**src/shared/sdbcs_pkg.sv**
```systemverilog
// Shared constants and types for the SDRAM bank command/state block.
// Assumes a single 25 MHz core_clk shared by controller and device ends.
package sdbcs_pkg;
   // -------------------------------------------------------------
   // Timing (in ns) and derived cycle counts
   // -------------------------------------------------------------
   localparam int CLK_PERIOD_NS                = 40;
   localparam int PRECHARGE_PERIOD_NS          = 20;
   localparam int ROW_TO_COLUMN_DELAY_NS       = 20;
   localparam int WRITE_RECOVERY_TIME_NS       = 15;
   localparam int SELF_REFRESH_EXIT_TIME_NS    = 75;
   localparam int REFRESH_CYCLE_NS             = 66;
   localparam int MODE_ACCESS_NS               = 80;
   localparam int PRECHARGE_PERIOD_CYC    = (PRECHARGE_PERIOD_NS + CLK_PERIOD_NS - 1) / CLK_PERIOD_NS;
   localparam int ROW_TO_COLUMN_DELAY_CYC = (ROW_TO_COLUMN_DELAY_NS + CLK_PERIOD_NS - 1) / CLK_PERIOD_NS;
   localparam int WRITE_RECOVERY_CYC      = (WRITE_RECOVERY_TIME_NS + CLK_PERIOD_NS - 1) / CLK_PERIOD_NS + 1;
   localparam int SELF_REFRESH_EXIT_CYC   = (SELF_REFRESH_EXIT_TIME_NS + CLK_PERIOD_NS - 1) / CLK_PERIOD_NS;
   localparam int REFRESH_CYC             = (REFRESH_CYCLE_NS + CLK_PERIOD_NS - 1) / CLK_PERIOD_NS;
   localparam int MODE_ACCESS_CYC         = (MODE_ACCESS_NS + CLK_PERIOD_NS - 1) / CLK_PERIOD_NS;
   localparam int CAS_LATENCY             = 2;
   localparam int BURST_LENGTH            = 4;
   localparam int NOP_MIN_IN_EXIT         = 2;
   localparam int DQM_LEAD_CYC            = 2;

   // -------------------------------------------------------------
   // Widths and field positions
   // -------------------------------------------------------------
   localparam int NUM_BANKS        = 4;
   localparam int BANK_W           = 2;
   localparam int ADDR_W           = 13;
   localparam int DATA_W           = 16;
   localparam int CNT_W            = 4;
   localparam int AUTO_PRE_BIT     = 10;
   localparam int WRITE_BURST_MODE_BIT = 9;

   // Command code {sel_n, rowStrobe_n, colStrobe_n, writeEn_n}
   typedef enum logic [3:0] {
      SDBCS_CMD_NOP   = 4'h7,
      SDBCS_CMD_ACT   = 4'h3,
      SDBCS_CMD_READ  = 4'h5,
      SDBCS_CMD_WRITE = 4'h4,
      SDBCS_CMD_PRE   = 4'h2,
      SDBCS_CMD_REF   = 4'h1,
      SDBCS_CMD_LMR   = 4'h0,
      SDBCS_CMD_BST   = 4'h6
   } sdbcs_cmd_t;

   // Per-bank state
   typedef enum logic [2:0] {
      SDBCS_B_IDLE  = 3'b000,
      SDBCS_B_ACTG  = 3'b001,
      SDBCS_B_ACT   = 3'b010,
      SDBCS_B_RD    = 3'b011,
      SDBCS_B_WR    = 3'b100,
      SDBCS_B_RDA   = 3'b101,
      SDBCS_B_WRA   = 3'b110,
      SDBCS_B_PRE   = 3'b111
   } sdbcs_bank_t;

   // Whole-device power state
   typedef enum logic [2:0] {
      SDBCS_P_RUN   = 3'b000,
      SDBCS_P_PDN   = 3'b001,
      SDBCS_P_SREF  = 3'b010,
      SDBCS_P_SUSP  = 3'b011,
      SDBCS_P_XSR   = 3'b100,
      SDBCS_P_BUSY  = 3'b101
   } sdbcs_pwr_t;
endpackage

```
**src/shared/sdbcs_if.sv**
```systemverilog
// Pin bundle between memory controller and SDRAM command/state logic.
// Assumes both ends share core_clk; controller drives every pin here.
`timescale 1ns/1ps
interface sdbcs_if;
   logic                           clkEn;
   logic                           sel_n;
   logic                           rowStrobe_n;
   logic                           colStrobe_n;
   logic                           writeEn_n;
   logic [sdbcs_pkg::BANK_W-1:0]   bank;
   logic [sdbcs_pkg::ADDR_W-1:0]   addr;
   logic                           dataMask;

   modport ctrl (
      output clkEn,
      output sel_n,
      output rowStrobe_n,
      output colStrobe_n,
      output writeEn_n,
      output bank,
      output addr,
      output dataMask
   );
   modport mem (
      input  clkEn,
      input  sel_n,
      input  rowStrobe_n,
      input  colStrobe_n,
      input  writeEn_n,
      input  bank,
      input  addr,
      input  dataMask
   );
endinterface

```
**src/sdbcs_device.sv**
```systemverilog
// SDRAM device end: command decode, per-bank state, clock-enable table.
// Assumes pins are synchronous to core_clk; nrst stands in for power-up.
`timescale 1ns/1ps
// Contract
// RL1: Write-burst bit set gives single-column writes
// RL2: Accept other-bank access during auto precharge
// RL3: Read interrupts auto-precharge read CL later; the bank goes to precharge at the edge that registers the read instead
// RL4: Write interrupts auto-precharge read immediately
// RL5: Controller masks data two clocks before write
// RL6: Read ends auto-precharge write, then recovery
// RL7: Write ends auto-precharge write, then recovery
// RL8: Clock enable low twice holds low-power state
// RL9: Clock enable fall selects power-down/refresh/suspend
// RL10: Power-down exit gives idle next edge
// RL11: Controller waits exit time, two NOPs
// RL12: Suspend exit accepts command next edge
// RL13: Inhibit and NOP continue current operation
// RL14: Idle bank accepts activate/refresh/mode/precharge
// RL15: Active bank accepts read/write/precharge
// RL16: Read state accepts read/write/precharge/terminate
// RL17: Write state accepts read/write/precharge/terminate
// RL18: Idle only after precharge period elapsed
// RL19: Row active only after row-to-column delay
// RL20: Read/write state until burst ends
// RL21: Controller sends nothing to busy bank; sdbcs_ctrl forwards every request, device flags it on cmdIllegal
// RL22: Precharging/activating banks advance when timed
module sdbcs_device (
   input  wire logic                             core_clk,
   input  wire logic                             nrst,
   sdbcs_if.mem                                  pins,
   output      logic [3*sdbcs_pkg::NUM_BANKS-1:0] bankState,
   output      logic [2:0]                       pwrState,
   output      logic                             writeSingle,
   output      logic                             cmdAccepted,
   output      logic                             cmdIllegal
);
   // ----------------------------------------------------------------
   // Command decode and clock-enable history
   // ----------------------------------------------------------------
   logic                                 clkEnPrev;
   sdbcs_pkg::sdbcs_pwr_t                pwr;
   logic [sdbcs_pkg::CNT_W-1:0]          pwrCnt;
   logic                                 burstOne;
   logic [sdbcs_pkg::BANK_W-1:0]         lastBank;
   logic [3:0]                           cmdCode;
   logic                                 live;
   logic                                 isRead;
   logic                                 isWrite;
   logic                                 allIdle;
   logic                                 anyBurst;
   logic [sdbcs_pkg::NUM_BANKS-1:0]      idleVec;
   logic [sdbcs_pkg::NUM_BANKS-1:0]      burstVec;
   logic [sdbcs_pkg::NUM_BANKS-1:0]      okVec;
   logic [sdbcs_pkg::NUM_BANKS-1:0]      hitVec;

   assign cmdCode = pins.sel_n ? 4'h7 : {1'b0, pins.rowStrobe_n, pins.colStrobe_n, pins.writeEn_n}; // RL13
   // Commands act only with clock enable high at both edges
   assign live    = clkEnPrev && pins.clkEn && (pwr == sdbcs_pkg::SDBCS_P_RUN); // RL12
   assign isRead  = live && (cmdCode == sdbcs_pkg::SDBCS_CMD_READ);
   assign isWrite = live && (cmdCode == sdbcs_pkg::SDBCS_CMD_WRITE);
   assign allIdle = &idleVec;
   assign anyBurst = |burstVec;

   // Clock enable at previous edge
   always_ff @(posedge core_clk or negedge nrst) begin
      if (!nrst) begin
         clkEnPrev <= 1'b1;
      end else begin
         clkEnPrev <= pins.clkEn; // RL8
      end
   end

   // Mode register write burst bit
   always_ff @(posedge core_clk or negedge nrst) begin
      if (!nrst) begin
         burstOne <= 1'b0;
      end else if (live && cmdCode == sdbcs_pkg::SDBCS_CMD_LMR && allIdle) begin
         burstOne <= pins.addr[sdbcs_pkg::WRITE_BURST_MODE_BIT]; // RL1
      end
   end

   // Most recent burst bank
   always_ff @(posedge core_clk or negedge nrst) begin
      if (!nrst) begin
         lastBank <= '0;
      end else if (live && (isRead || isWrite)) begin
         lastBank <= pins.bank;
      end
   end

   // ----------------------------------------------------------------
   // Power state: clock-enable transitions, refresh and mode-register busy time
   // ----------------------------------------------------------------
   always_ff @(posedge core_clk or negedge nrst) begin
      if (!nrst) begin
         pwr    <= sdbcs_pkg::SDBCS_P_RUN;
         pwrCnt <= '0;
      end else begin
         unique case (pwr)
            sdbcs_pkg::SDBCS_P_RUN: begin
               if (clkEnPrev && !pins.clkEn) begin // RL9
                  if (allIdle && cmdCode == sdbcs_pkg::SDBCS_CMD_REF) begin
                     pwr <= sdbcs_pkg::SDBCS_P_SREF;
                  end else if (allIdle && cmdCode == sdbcs_pkg::SDBCS_CMD_NOP) begin
                     pwr <= sdbcs_pkg::SDBCS_P_PDN;
                  end else if (anyBurst) begin
                     pwr <= sdbcs_pkg::SDBCS_P_SUSP;
                  end else begin
                     pwr <= sdbcs_pkg::SDBCS_P_PDN;
                  end
               end else if (live && allIdle && cmdCode == sdbcs_pkg::SDBCS_CMD_REF) begin
                  pwr    <= sdbcs_pkg::SDBCS_P_BUSY;
                  pwrCnt <= sdbcs_pkg::CNT_W'(sdbcs_pkg::REFRESH_CYC);
               end else if (live && allIdle && cmdCode == sdbcs_pkg::SDBCS_CMD_LMR) begin
                  pwr    <= sdbcs_pkg::SDBCS_P_BUSY;
                  pwrCnt <= sdbcs_pkg::CNT_W'(sdbcs_pkg::MODE_ACCESS_CYC);
               end
            end
            sdbcs_pkg::SDBCS_P_PDN: begin
               if (pins.clkEn && cmdCode == sdbcs_pkg::SDBCS_CMD_NOP) begin
                  pwr <= sdbcs_pkg::SDBCS_P_RUN; // RL10
               end
            end
            sdbcs_pkg::SDBCS_P_SREF: begin
               if (pins.clkEn && cmdCode == sdbcs_pkg::SDBCS_CMD_NOP) begin
                  pwr    <= sdbcs_pkg::SDBCS_P_XSR; // RL11
                  pwrCnt <= sdbcs_pkg::CNT_W'(sdbcs_pkg::SELF_REFRESH_EXIT_CYC);
               end
            end
            sdbcs_pkg::SDBCS_P_SUSP: begin
               if (pins.clkEn) begin
                  pwr <= sdbcs_pkg::SDBCS_P_RUN; // RL12
               end
            end
            sdbcs_pkg::SDBCS_P_XSR, sdbcs_pkg::SDBCS_P_BUSY: begin
               if (pwrCnt <= 1) begin
                  pwr    <= sdbcs_pkg::SDBCS_P_RUN;
                  pwrCnt <= '0;
               end else begin
                  pwrCnt <= pwrCnt - 1'b1;
               end
            end
            default: begin
               pwr <= sdbcs_pkg::SDBCS_P_RUN;
            end
         endcase
      end
   end

   // ----------------------------------------------------------------
   // Per-bank state machines
   // ----------------------------------------------------------------
   generate
      for (genvar b = 0; b < sdbcs_pkg::NUM_BANKS; b++) begin : gBank
         sdbcs_pkg::sdbcs_bank_t        st;
         logic [sdbcs_pkg::CNT_W-1:0]   cnt;
         logic                          wrPend;
         logic                          mine;
         logic                          allPre;
         assign mine   = (pins.bank == sdbcs_pkg::BANK_W'(b));
         assign allPre = pins.addr[sdbcs_pkg::AUTO_PRE_BIT];
         assign idleVec[b]  = (st == sdbcs_pkg::SDBCS_B_IDLE);
         assign burstVec[b] = (st == sdbcs_pkg::SDBCS_B_RD) || (st == sdbcs_pkg::SDBCS_B_WR) ||
                              (st == sdbcs_pkg::SDBCS_B_RDA) || (st == sdbcs_pkg::SDBCS_B_WRA);
         assign bankState[3*b +: 3] = st;
         assign hitVec[b] = live && mine && cmdCode != sdbcs_pkg::SDBCS_CMD_NOP;

         // Bank legality for a command addressed to it
         always_comb begin
            okVec[b] = 1'b1;
            if (hitVec[b]) begin
               unique case (st)
                  sdbcs_pkg::SDBCS_B_IDLE: okVec[b] = (cmdCode == sdbcs_pkg::SDBCS_CMD_ACT) ||
                                                      (cmdCode == sdbcs_pkg::SDBCS_CMD_PRE) ||
                                                      (cmdCode == sdbcs_pkg::SDBCS_CMD_REF) ||
                                                      (cmdCode == sdbcs_pkg::SDBCS_CMD_LMR); // RL14
                  sdbcs_pkg::SDBCS_B_ACTG,
                  sdbcs_pkg::SDBCS_B_PRE:  okVec[b] = 1'b0; // RL21
                  sdbcs_pkg::SDBCS_B_ACT:  okVec[b] = isRead || isWrite ||
                                                      (cmdCode == sdbcs_pkg::SDBCS_CMD_PRE); // RL15
                  default:                 okVec[b] = isRead || isWrite || (cmdCode == sdbcs_pkg::SDBCS_CMD_PRE) ||
                                                      (cmdCode == sdbcs_pkg::SDBCS_CMD_BST);
               endcase
            end
         end

         always_ff @(posedge core_clk or negedge nrst) begin
            if (!nrst) begin
               st     <= sdbcs_pkg::SDBCS_B_IDLE;
               cnt    <= '0;
               wrPend <= 1'b0;
            end else if (pwr == sdbcs_pkg::SDBCS_P_RUN && !(clkEnPrev && !pins.clkEn && anyBurst)) begin
               // Timers run only in the run power state, and not on a suspend-entry edge
               if (live && cmdCode == sdbcs_pkg::SDBCS_CMD_PRE && (mine || allPre) &&
                   st != sdbcs_pkg::SDBCS_B_ACTG && st != sdbcs_pkg::SDBCS_B_PRE) begin
                  st  <= sdbcs_pkg::SDBCS_B_PRE; // RL16 RL17
                  cnt <= sdbcs_pkg::CNT_W'(sdbcs_pkg::PRECHARGE_PERIOD_CYC);
               end else if (live && mine && (isRead || isWrite) && st != sdbcs_pkg::SDBCS_B_IDLE &&
                            st != sdbcs_pkg::SDBCS_B_ACTG && st != sdbcs_pkg::SDBCS_B_PRE) begin
                  st  <= pins.addr[sdbcs_pkg::AUTO_PRE_BIT] ?
                         (isRead ? sdbcs_pkg::SDBCS_B_RDA : sdbcs_pkg::SDBCS_B_WRA) :
                         (isRead ? sdbcs_pkg::SDBCS_B_RD  : sdbcs_pkg::SDBCS_B_WR); // RL15 RL16 RL17
                  cnt <= (isWrite && burstOne) ? sdbcs_pkg::CNT_W'(1) :
                         sdbcs_pkg::CNT_W'(sdbcs_pkg::BURST_LENGTH); // RL1
                  wrPend <= 1'b0;
               end else if (live && mine && cmdCode == sdbcs_pkg::SDBCS_CMD_ACT &&
                            st == sdbcs_pkg::SDBCS_B_IDLE) begin
                  st  <= sdbcs_pkg::SDBCS_B_ACTG;
                  cnt <= sdbcs_pkg::CNT_W'(sdbcs_pkg::ROW_TO_COLUMN_DELAY_CYC);
               end else if (live && cmdCode == sdbcs_pkg::SDBCS_CMD_BST && lastBank == sdbcs_pkg::BANK_W'(b) &&
                            (st == sdbcs_pkg::SDBCS_B_RD || st == sdbcs_pkg::SDBCS_B_WR)) begin
                  st <= sdbcs_pkg::SDBCS_B_ACT; // RL16 RL17 RL20
               end else if (st == sdbcs_pkg::SDBCS_B_RDA && (isRead || isWrite) && !mine) begin
                  st  <= sdbcs_pkg::SDBCS_B_PRE; // RL2 RL3 RL4
                  cnt <= sdbcs_pkg::CNT_W'(sdbcs_pkg::PRECHARGE_PERIOD_CYC);
               end else if (st == sdbcs_pkg::SDBCS_B_WRA && (isRead || isWrite) && !mine && !wrPend) begin
                  wrPend <= 1'b1; // RL2 RL6 RL7
                  cnt    <= sdbcs_pkg::CNT_W'(sdbcs_pkg::WRITE_RECOVERY_CYC);
               end else if (cnt > 1) begin
                  cnt <= cnt - 1'b1;
               end else if (cnt == 1) begin
                  cnt <= '0;
                  unique case (st)
                     sdbcs_pkg::SDBCS_B_PRE:  st <= sdbcs_pkg::SDBCS_B_IDLE; // RL18 RL22
                     sdbcs_pkg::SDBCS_B_ACTG: st <= sdbcs_pkg::SDBCS_B_ACT;  // RL19 RL22
                     sdbcs_pkg::SDBCS_B_RD,
                     sdbcs_pkg::SDBCS_B_WR:   st <= sdbcs_pkg::SDBCS_B_ACT;  // RL20
                     sdbcs_pkg::SDBCS_B_RDA,
                     sdbcs_pkg::SDBCS_B_WRA: begin
                        st     <= sdbcs_pkg::SDBCS_B_PRE;
                        cnt    <= sdbcs_pkg::CNT_W'(sdbcs_pkg::PRECHARGE_PERIOD_CYC);
                        wrPend <= 1'b0;
                     end
                     default:                 st <= st;
                  endcase
               end
            end
         end
      end
   endgenerate

   // ----------------------------------------------------------------
   // Status outputs
   // ----------------------------------------------------------------
   assign pwrState    = pwr;
   assign writeSingle = burstOne;
   assign cmdAccepted = live && cmdCode != sdbcs_pkg::SDBCS_CMD_NOP && (&okVec);
   assign cmdIllegal  = live && cmdCode != sdbcs_pkg::SDBCS_CMD_NOP && !(&okVec);
endmodule

```
**src/flat_wrapper.sv**
```systemverilog
// flat-port wrapper written by rule: the top's interface ports become plain ports
module sdbcs_device_flat 
  (core_clk, nrst, bankState, pwrState, writeSingle, cmdAccepted, cmdIllegal, pins_clkEn, pins_sel_n, pins_rowStrobe_n, pins_colStrobe_n, pins_writeEn_n, pins_bank, pins_addr, pins_dataMask);
  sdbcs_if pins_i ();
  input  wire logic core_clk;
  input  wire logic nrst;
  output      logic [3*sdbcs_pkg::NUM_BANKS-1:0] bankState;
  output      logic [2:0] pwrState;
  output      logic writeSingle;
  output      logic cmdAccepted;
  output      logic cmdIllegal;
  input wire logic [$bits(pins_i.clkEn)-1:0] pins_clkEn;
  input wire logic [$bits(pins_i.sel_n)-1:0] pins_sel_n;
  input wire logic [$bits(pins_i.rowStrobe_n)-1:0] pins_rowStrobe_n;
  input wire logic [$bits(pins_i.colStrobe_n)-1:0] pins_colStrobe_n;
  input wire logic [$bits(pins_i.writeEn_n)-1:0] pins_writeEn_n;
  input wire logic [$bits(pins_i.bank)-1:0] pins_bank;
  input wire logic [$bits(pins_i.addr)-1:0] pins_addr;
  input wire logic [$bits(pins_i.dataMask)-1:0] pins_dataMask;
  assign pins_i.clkEn = pins_clkEn;
  assign pins_i.sel_n = pins_sel_n;
  assign pins_i.rowStrobe_n = pins_rowStrobe_n;
  assign pins_i.colStrobe_n = pins_colStrobe_n;
  assign pins_i.writeEn_n = pins_writeEn_n;
  assign pins_i.bank = pins_bank;
  assign pins_i.addr = pins_addr;
  assign pins_i.dataMask = pins_dataMask;
  sdbcs_device u_core (.core_clk(core_clk), .nrst(nrst), .pins(pins_i), .bankState(bankState), .pwrState(pwrState), .writeSingle(writeSingle), .cmdAccepted(cmdAccepted), .cmdIllegal(cmdIllegal));
endmodule
```
**config.mk**
```make
export PLATFORM = sky130hd
export DESIGN_NAME = sdbcs_device_flat
export DESIGN_NICKNAME = d
export VERILOG_FILES = /design/src/shared/sdbcs_pkg.sv /design/src/shared/sdbcs_if.sv /design/src/sdbcs_device.sv /design/src/flat_wrapper.sv
export SDC_FILE = /design/constraint.sdc
export NUM_CORES = 1
export LEC_CHECK = 0
export ABC_AREA = 1
export BUFFER_PORTS_ARGS = -buffer_cell sky130_fd_sc_hd__buf_2
export CORE_MARGIN = 1.5
export CORE_UTILIZATION = 50
export DETAILED_ROUTE_END_ITERATION = 7
export PLACE_DENSITY_LB_ADDON = 0.08
export SYNTH_ARGS = -nofsm -noshare
export SYNTH_HDL_FRONTEND = slang
export SYNTH_SLANG_ARGS = --single-unit
```
**constraint.sdc**
```tcl
create_clock -name core_clk -period 1.65 [get_ports core_clk]
set_input_delay 0.0825 -clock core_clk [delete_from_list [all_inputs] [get_ports core_clk]]
set_output_delay 0.0825 -clock core_clk [all_outputs]
set_load 0.05 [all_outputs]
```
Word-level counts from Yosys, hierarchy flattened

Index checks and enable logic that the tools add are counted.

Register bits: 43
Input port bits: 23
Output and inout bits: 18

Add/subtract/negate cells: 5
$lt $le $gt $ge: 5
Equal/unequal tests: 94
Multiplexer cells: 134
Bitwise logic cells: 4
Reductions and logical operators: 190

Operator list:

| cell                                                  | count |
|---|---|
| two-way mux 4 bit                                     | 37 |
| two-way mux 3 bit                                     | 45 |
| logical AND 1 bit                                     | 94 |
| == test 3 bit, second input constant                  | 18 |
| inequality test 6 x 1 -> 1 bit, second input constant | 8 |
| two-way mux 1 bit                                     | 40 |
| nonzero test 3 bit                                    | 13 |
| case mux 3 bit (3 select lines)                       | 4 |
| AND reduction 8 bit                                   | 4 |
| nonzero test 8 bit                                    | 4 |
| == test 3 x 2 -> 1 bit, second input constant         | 10 |
| inequality test 2 x 1 -> 1 bit, second input constant | 15 |
| nonzero test 7 bit                                    | 4 |
| inequality test 3 x 1 -> 1 bit, second input constant | 9 |
| AND reduction 5 bit                                   | 5 |
| nonzero test 6 bit                                    | 4 |
| logical OR 1 bit                                      | 22 |
| == test 4 x 1 -> 1 bit, second input constant         | 5 |
| subtractor 4 x 1 -> 4 bit, second input constant      | 5 |
| OR reduction 2 bit                                    | 9 |
| == test 4 x 3 -> 1 bit, second input constant         | 4 |
| > comparator 4 x 1 -> 1 bit, second input constant    | 4 |
| inequality test 4 x 1 -> 1 bit, second input constant | 4 |
| == test 3 x 1 -> 1 bit, second input constant         | 5 |
| other kinds (21)                                      | 60 |

Logic depth before layout (Yosys ltp)

Depth in word-level cells: 13
Gate-level depth with buffers: 14
Gate-level depth less buffers: 14

Worst setup path after synthesis

No wires, ideal clock.

Path type: reg-to-output
Start: register u_core.pwr[0] (netlist: u_core.pwrState[0])
End: output cmdAccepted
Arrival time: 2.730 ns
Required time: 1.567 ns
Slack: -1.163 ns
Stages on the path, launching flop included: 11
Cells stage by stage: dfrtp_1 > nor2_4 > nand2_2 > nor2_8 > nand3_4 > buf_6 > nand2_1 > o21ai_0 > nand3_1 > nand2_1 > nor3_1

Cells in the longest elaborated chain, start to end: 10
Elaborated cells between the ends (all ways): 26

Ends and longest elaborated chain:

| element                              | line                                     | text |
|---|---|---|
| start: declaration                   | sdbcs_device.sv:41                       | `sdbcs_pkg::sdbcs_pwr_t pwr;` |
| start signal: assignment             | sdbcs_device.sv:96                       | `pwr <= sdbcs_pkg::SDBCS_P_RUN;` |
| start signal: assignment             | sdbcs_device.sv:103                      | `pwr <= sdbcs_pkg::SDBCS_P_SREF;` |
| start signal: assignment             | sdbcs_device.sv:105                      | `pwr <= sdbcs_pkg::SDBCS_P_PDN;` |
| zero test 3 bit *                    | sdbcs_device.sv:58                       | `assign live = clkEnPrev && pins.clkEn && (pwr == sdbcs_pkg::SDBCS_P_RUN);` |
| logical AND 1 bit *                  | sdbcs_device.sv:58                       |  |
| logical AND 1 bit (on tied branches) | sdbcs_device.sv:59, sdbcs_device.sv:60   |  |
| logical OR 1 bit (2 in a row)        | sdbcs_device.sv:179, sdbcs_device.sv:181 |  |
| logical OR 1 bit                     | sdbcs_device.sv:181                      | `default: okVec[b] = isRead \|\| isWrite \|\| (cmdCode == sdbcs_pkg::SDBCS_CMD_PRE) \|\|` |
| case mux 1 bit (3 select lines)      | sdbcs_device.sv:172                      | `unique case (st)` |
| two-way mux 1 bit                    | sdbcs_device.sv:171                      | `if (hitVec[b]) begin` |
| AND reduction 4 bit                  | sdbcs_device.sv:247                      | `assign cmdAccepted = live && cmdCode != sdbcs_pkg::SDBCS_CMD_NOP && (&okVec);` |
| logical AND 1 bit *                  | sdbcs_device.sv:247                      |  |
| end: declaration                     | flat_wrapper.sv:10                       | `output logic cmdAccepted;` |

Every way passes the cells marked *; elsewhere a longest branch is shown, timed or not.

Worst setup path after layout

Start: register u_core.pwr[2] (netlist: u_core.pwrState[2])
End: output cmdAccepted

Same word-level chain as after synthesis.

==> flow_metrics.py <==
metrics = {
    "sta": {
        "slew_headroom": 0.642,
        "timing.hold.ws_ns": 0.00844,
        "finalCriticalPeriod_ns": 2.11,
        "rsz0062_at_grt": "yes",
        "setup_viol": 41,
        "period_share": 1.28,
        "fin_ws_ns": -0.455,
        "hold_viol": 0,
        "fin_worst_skew_ns": 0.0114,
        "worstMarginPinSlew_ns": 0.537,
        "maxSlewViolCount": 0,
        "clock.fmax_mhz": 475,
    },
    "worst_setup_path": {
        "required_ns": 1.57,
        "criticalPathCategory": "register to output port",
        "worst-path-max-fanout": 4,
        "start_kind": "register",
        "endpoint_kind": "output port",
        "arrival_ns": 2.02,
    },
    "placement": {
        "place_congestion": 0.967,
        "dp_hpwl_mm": 9.72,
        "port_buffers": 28,
    },
    "cells_and_area": {
        "nFillCells": 530,
        "antenna_cells": 0,
        "drive_gt1_frac": 0.429,
        "area_growth_pct": 59.0,
        "layout.nets": 869,
    },
    "logic_synthesis": {
        "netlist_area_sq_um": 3970,
        "synth_ff_type": "dfrtp_1",
        "synth_seq_cells": 43,
        "synthTopCellsByArea": "dfrtp_1, nand2_1, nand3_1",
        "yosys.area.top_type": "dfrtp_1",
        "synth-edff-count": 0,
        "yosys_warnings": 0,
        "synth.most_common_cell": "nand2_1",
        "syn_area_per_cell_sq_um": 6.09,
        "synthArstFlopShare": 1.00,
        "syn_inst": 652,
        "syn_nets": 686,
        "synthTopCellsByCount": "nand2_1, inv_1, nand3_1, nor2_1, dfrtp_1",
        "yosysUniqueCellTypes": 40,
        "synth.top_cell.area_share": 0.265,
        "seq_area_frac_synth": 0.271,
    },
    "worst_hold_path": {
        "hp-class": "input port to register",
    },
    "run_status": {
        "outcome": "complete, but fails checks",
        "violations": "setup timing",
    },
    "die": {
        "initial_utilization": 0.514,
        "core_sq_um": 7730,
        "io-pin-count": 41,
        "rows": 32,
        "die_x_um": 92.1,
        "dieArea_sq_um": 8490,
        "die_h_um": 92.1,
    },
    "clock_network": {
        "cts_buffers": 5,
        "clock_sinks": 43,
        "htreeDepth": 2,
        "ctsLongestPathBuffers": 2,
        "clock_latency_ns": 0.31,
        "cts-root-buf": "clkbuf_8",
        "cts_tree": "done",
        "cts.clk_slew.worst_paths_ns": 0.09,
    },
    "flow_run": {
        "maxCapViolations": 0,
    },
    "detailed_routing": {
        "routed_wl_mm": 14.4,
        "viasPerCell": 5.52,
        "vias": 5177,
        "firstDrtPassIters": 8,
        "drt_iter0_markers": 436,
        "ant_nets": 0,
        "remaining_drc_errors": 0,
        "wl_per_cell_um": 15.3,
    },
    "pwr": {
        "clockPowerShare": 0.144,
        "power_density_nw_per_um2": 864,
        "swShare": 0.445,
        "p_comb_frac": 0.609,
        "finalPower_mw": 5.46,
        "p_seq_frac": 0.247,
        "power_switching_mw": 2.43,
        "peakVddDrop_uv": 547,
        "cellLeakagePower_nw": 3.26,
        "p_int_mw": 3.03,
    },
    "global_route": {
        "grt_util_all_layers": 0.331,
        "grt_pass1_wl_mm": 22.5,
        "grt_pass1_vias": 4929,
        "gr-total-overflow": 0,
        "antenna_found_initial": 0,
        "grt_max_degree": 24,
    },
}
-- state kept, by name, summed over array words and instances (netlist names) --
register             count
u_core.gBank.cnt        16
u_core.clkEnPrev         1
u_core.pwrState          3
u_core.lastBank          2
u_core.pwrCnt            4
u_core.gBank.st         12
u_core.gBank.wrPend      4
u_core.writeSingle       1
-- worst paths after layout --
kind,startpoint,endpoint,slack (ns),cells past startpoint
max in group asynchronous,nrst,u_core.clkEnPrev,0.77,3
max,u_core.pwrState[2],cmdAccepted,-0.46,10
min in group asynchronous,nrst,u_core.pwrCnt[2],0.29,2
min,pins_addr[9],u_core.writeSingle,0.008,2
min reg2reg,u_core.gBank[3].cnt[1],u_core.gBank[3].cnt[1],0.50,2
max reg2reg,u_core.clkEnPrev,u_core.gBank[1].st[2],-0.39,13
-- layout make-up --
cell class                 instances  area [sq um]  share of cell area
clock buffer                       8           100              0.0159
inverter                          90           355              0.0563
multi-input combinational        514          3200               0.506
sequential                        43          1100               0.174
tap                              102           128              0.0202
timing repair buffer             181          1440               0.228
-- metrics by stage --
step	area [sq um]	setup TNS (ns)	instances	worst slack (ns)	util
detailed placement	5280	-9.17	902	-0.320	0.684
finish	6310	-12.03	938	-0.455	0.817
global placement	5280	-8.07	902	-0.320	0.684
CTS	5950	-9.71	929	-0.387	0.770
global route	6310	-15.36	938	-0.492	0.817
floorplan	4100	-7.19	652	-0.461	-
-- per-layer routing --
metal | part of all wire | up-vias | global-route usage
li1 | - | 2475 | -
met1 | 0.41 | 2403 | 0.426
met2 | 0.49 | 236 | 0.557
met3 | 0.067 | 63 | 0.0448
met4 | 0.036 | 0 | 0.136
met5 | 0 | - | 0
-- cell usage in the layout (no fill, tap or decap), types with 15 or more instances in the layout --
cell / instances
nand2_4: 18
buf_6: 19
buf_4: 130
inv_1: 70
nand2_2: 36
inv_2: 15
o21ai_1: 18
nand4_1: 16
dfrtp_1: 27
buf_2: 26
nor2_1: 57
dfrtp_2: 15
nand2_1: 159
nand3_1: 53
-- power groups by stage --
stage / clock (mW) / combinational (mW) / sequential [mW]
6_report: 0.788 / 3.32 / 1.35
5_1_grt: 0.823 / 3.56 / 1.37
4_1_cts: 0.787 / 2.77 / 1.34
3_5_place_dp: 0 / 2.27 / 1.36
3_3_place_gp: 0 / 2.20 / 1.35
2_1_floorplan: 0 / 1.30 / 1.45
-- worst max-delay path, cell delays in order (launching register included) --
cell and delay (ns):
dfrtp_2 0.43, nor2_4 0.17, nand2_4 0.09, nor2_8 0.12
nand3_4 0.11, nand2_4 0.10, o21ai_0 0.12, nand3_2 0.12
nand2_2 0.08, nor3_4 0.18, buf_6 0.18
-- kinds of logic after synthesis --
kind of cell	count (synthesis)	share of synthesized area
AND/OR/NAND/NOR	419	0.474
multiplexers	1	0.00283
buffers and inverters	95	0.0951
flip-flops	43	0.271
XOR/XNOR	10	0.0220
adder cells (fa/ha/maj)	11	0.0346
AO/OA/AOI/OAI	73	0.100
-- timing repair --
item | in CTS | in global routing
cloned | 2 | 0
hold buffers | 1 | 0
setup endpoints to repair | 41 | 43
endpoints found under the hold margin | 20 | 0
buffers inserted | 16 | 10
pin swaps | 54 | 43
resized for setup | 109 | 91
No activity file was read; power rests on OpenSTA's default activity.
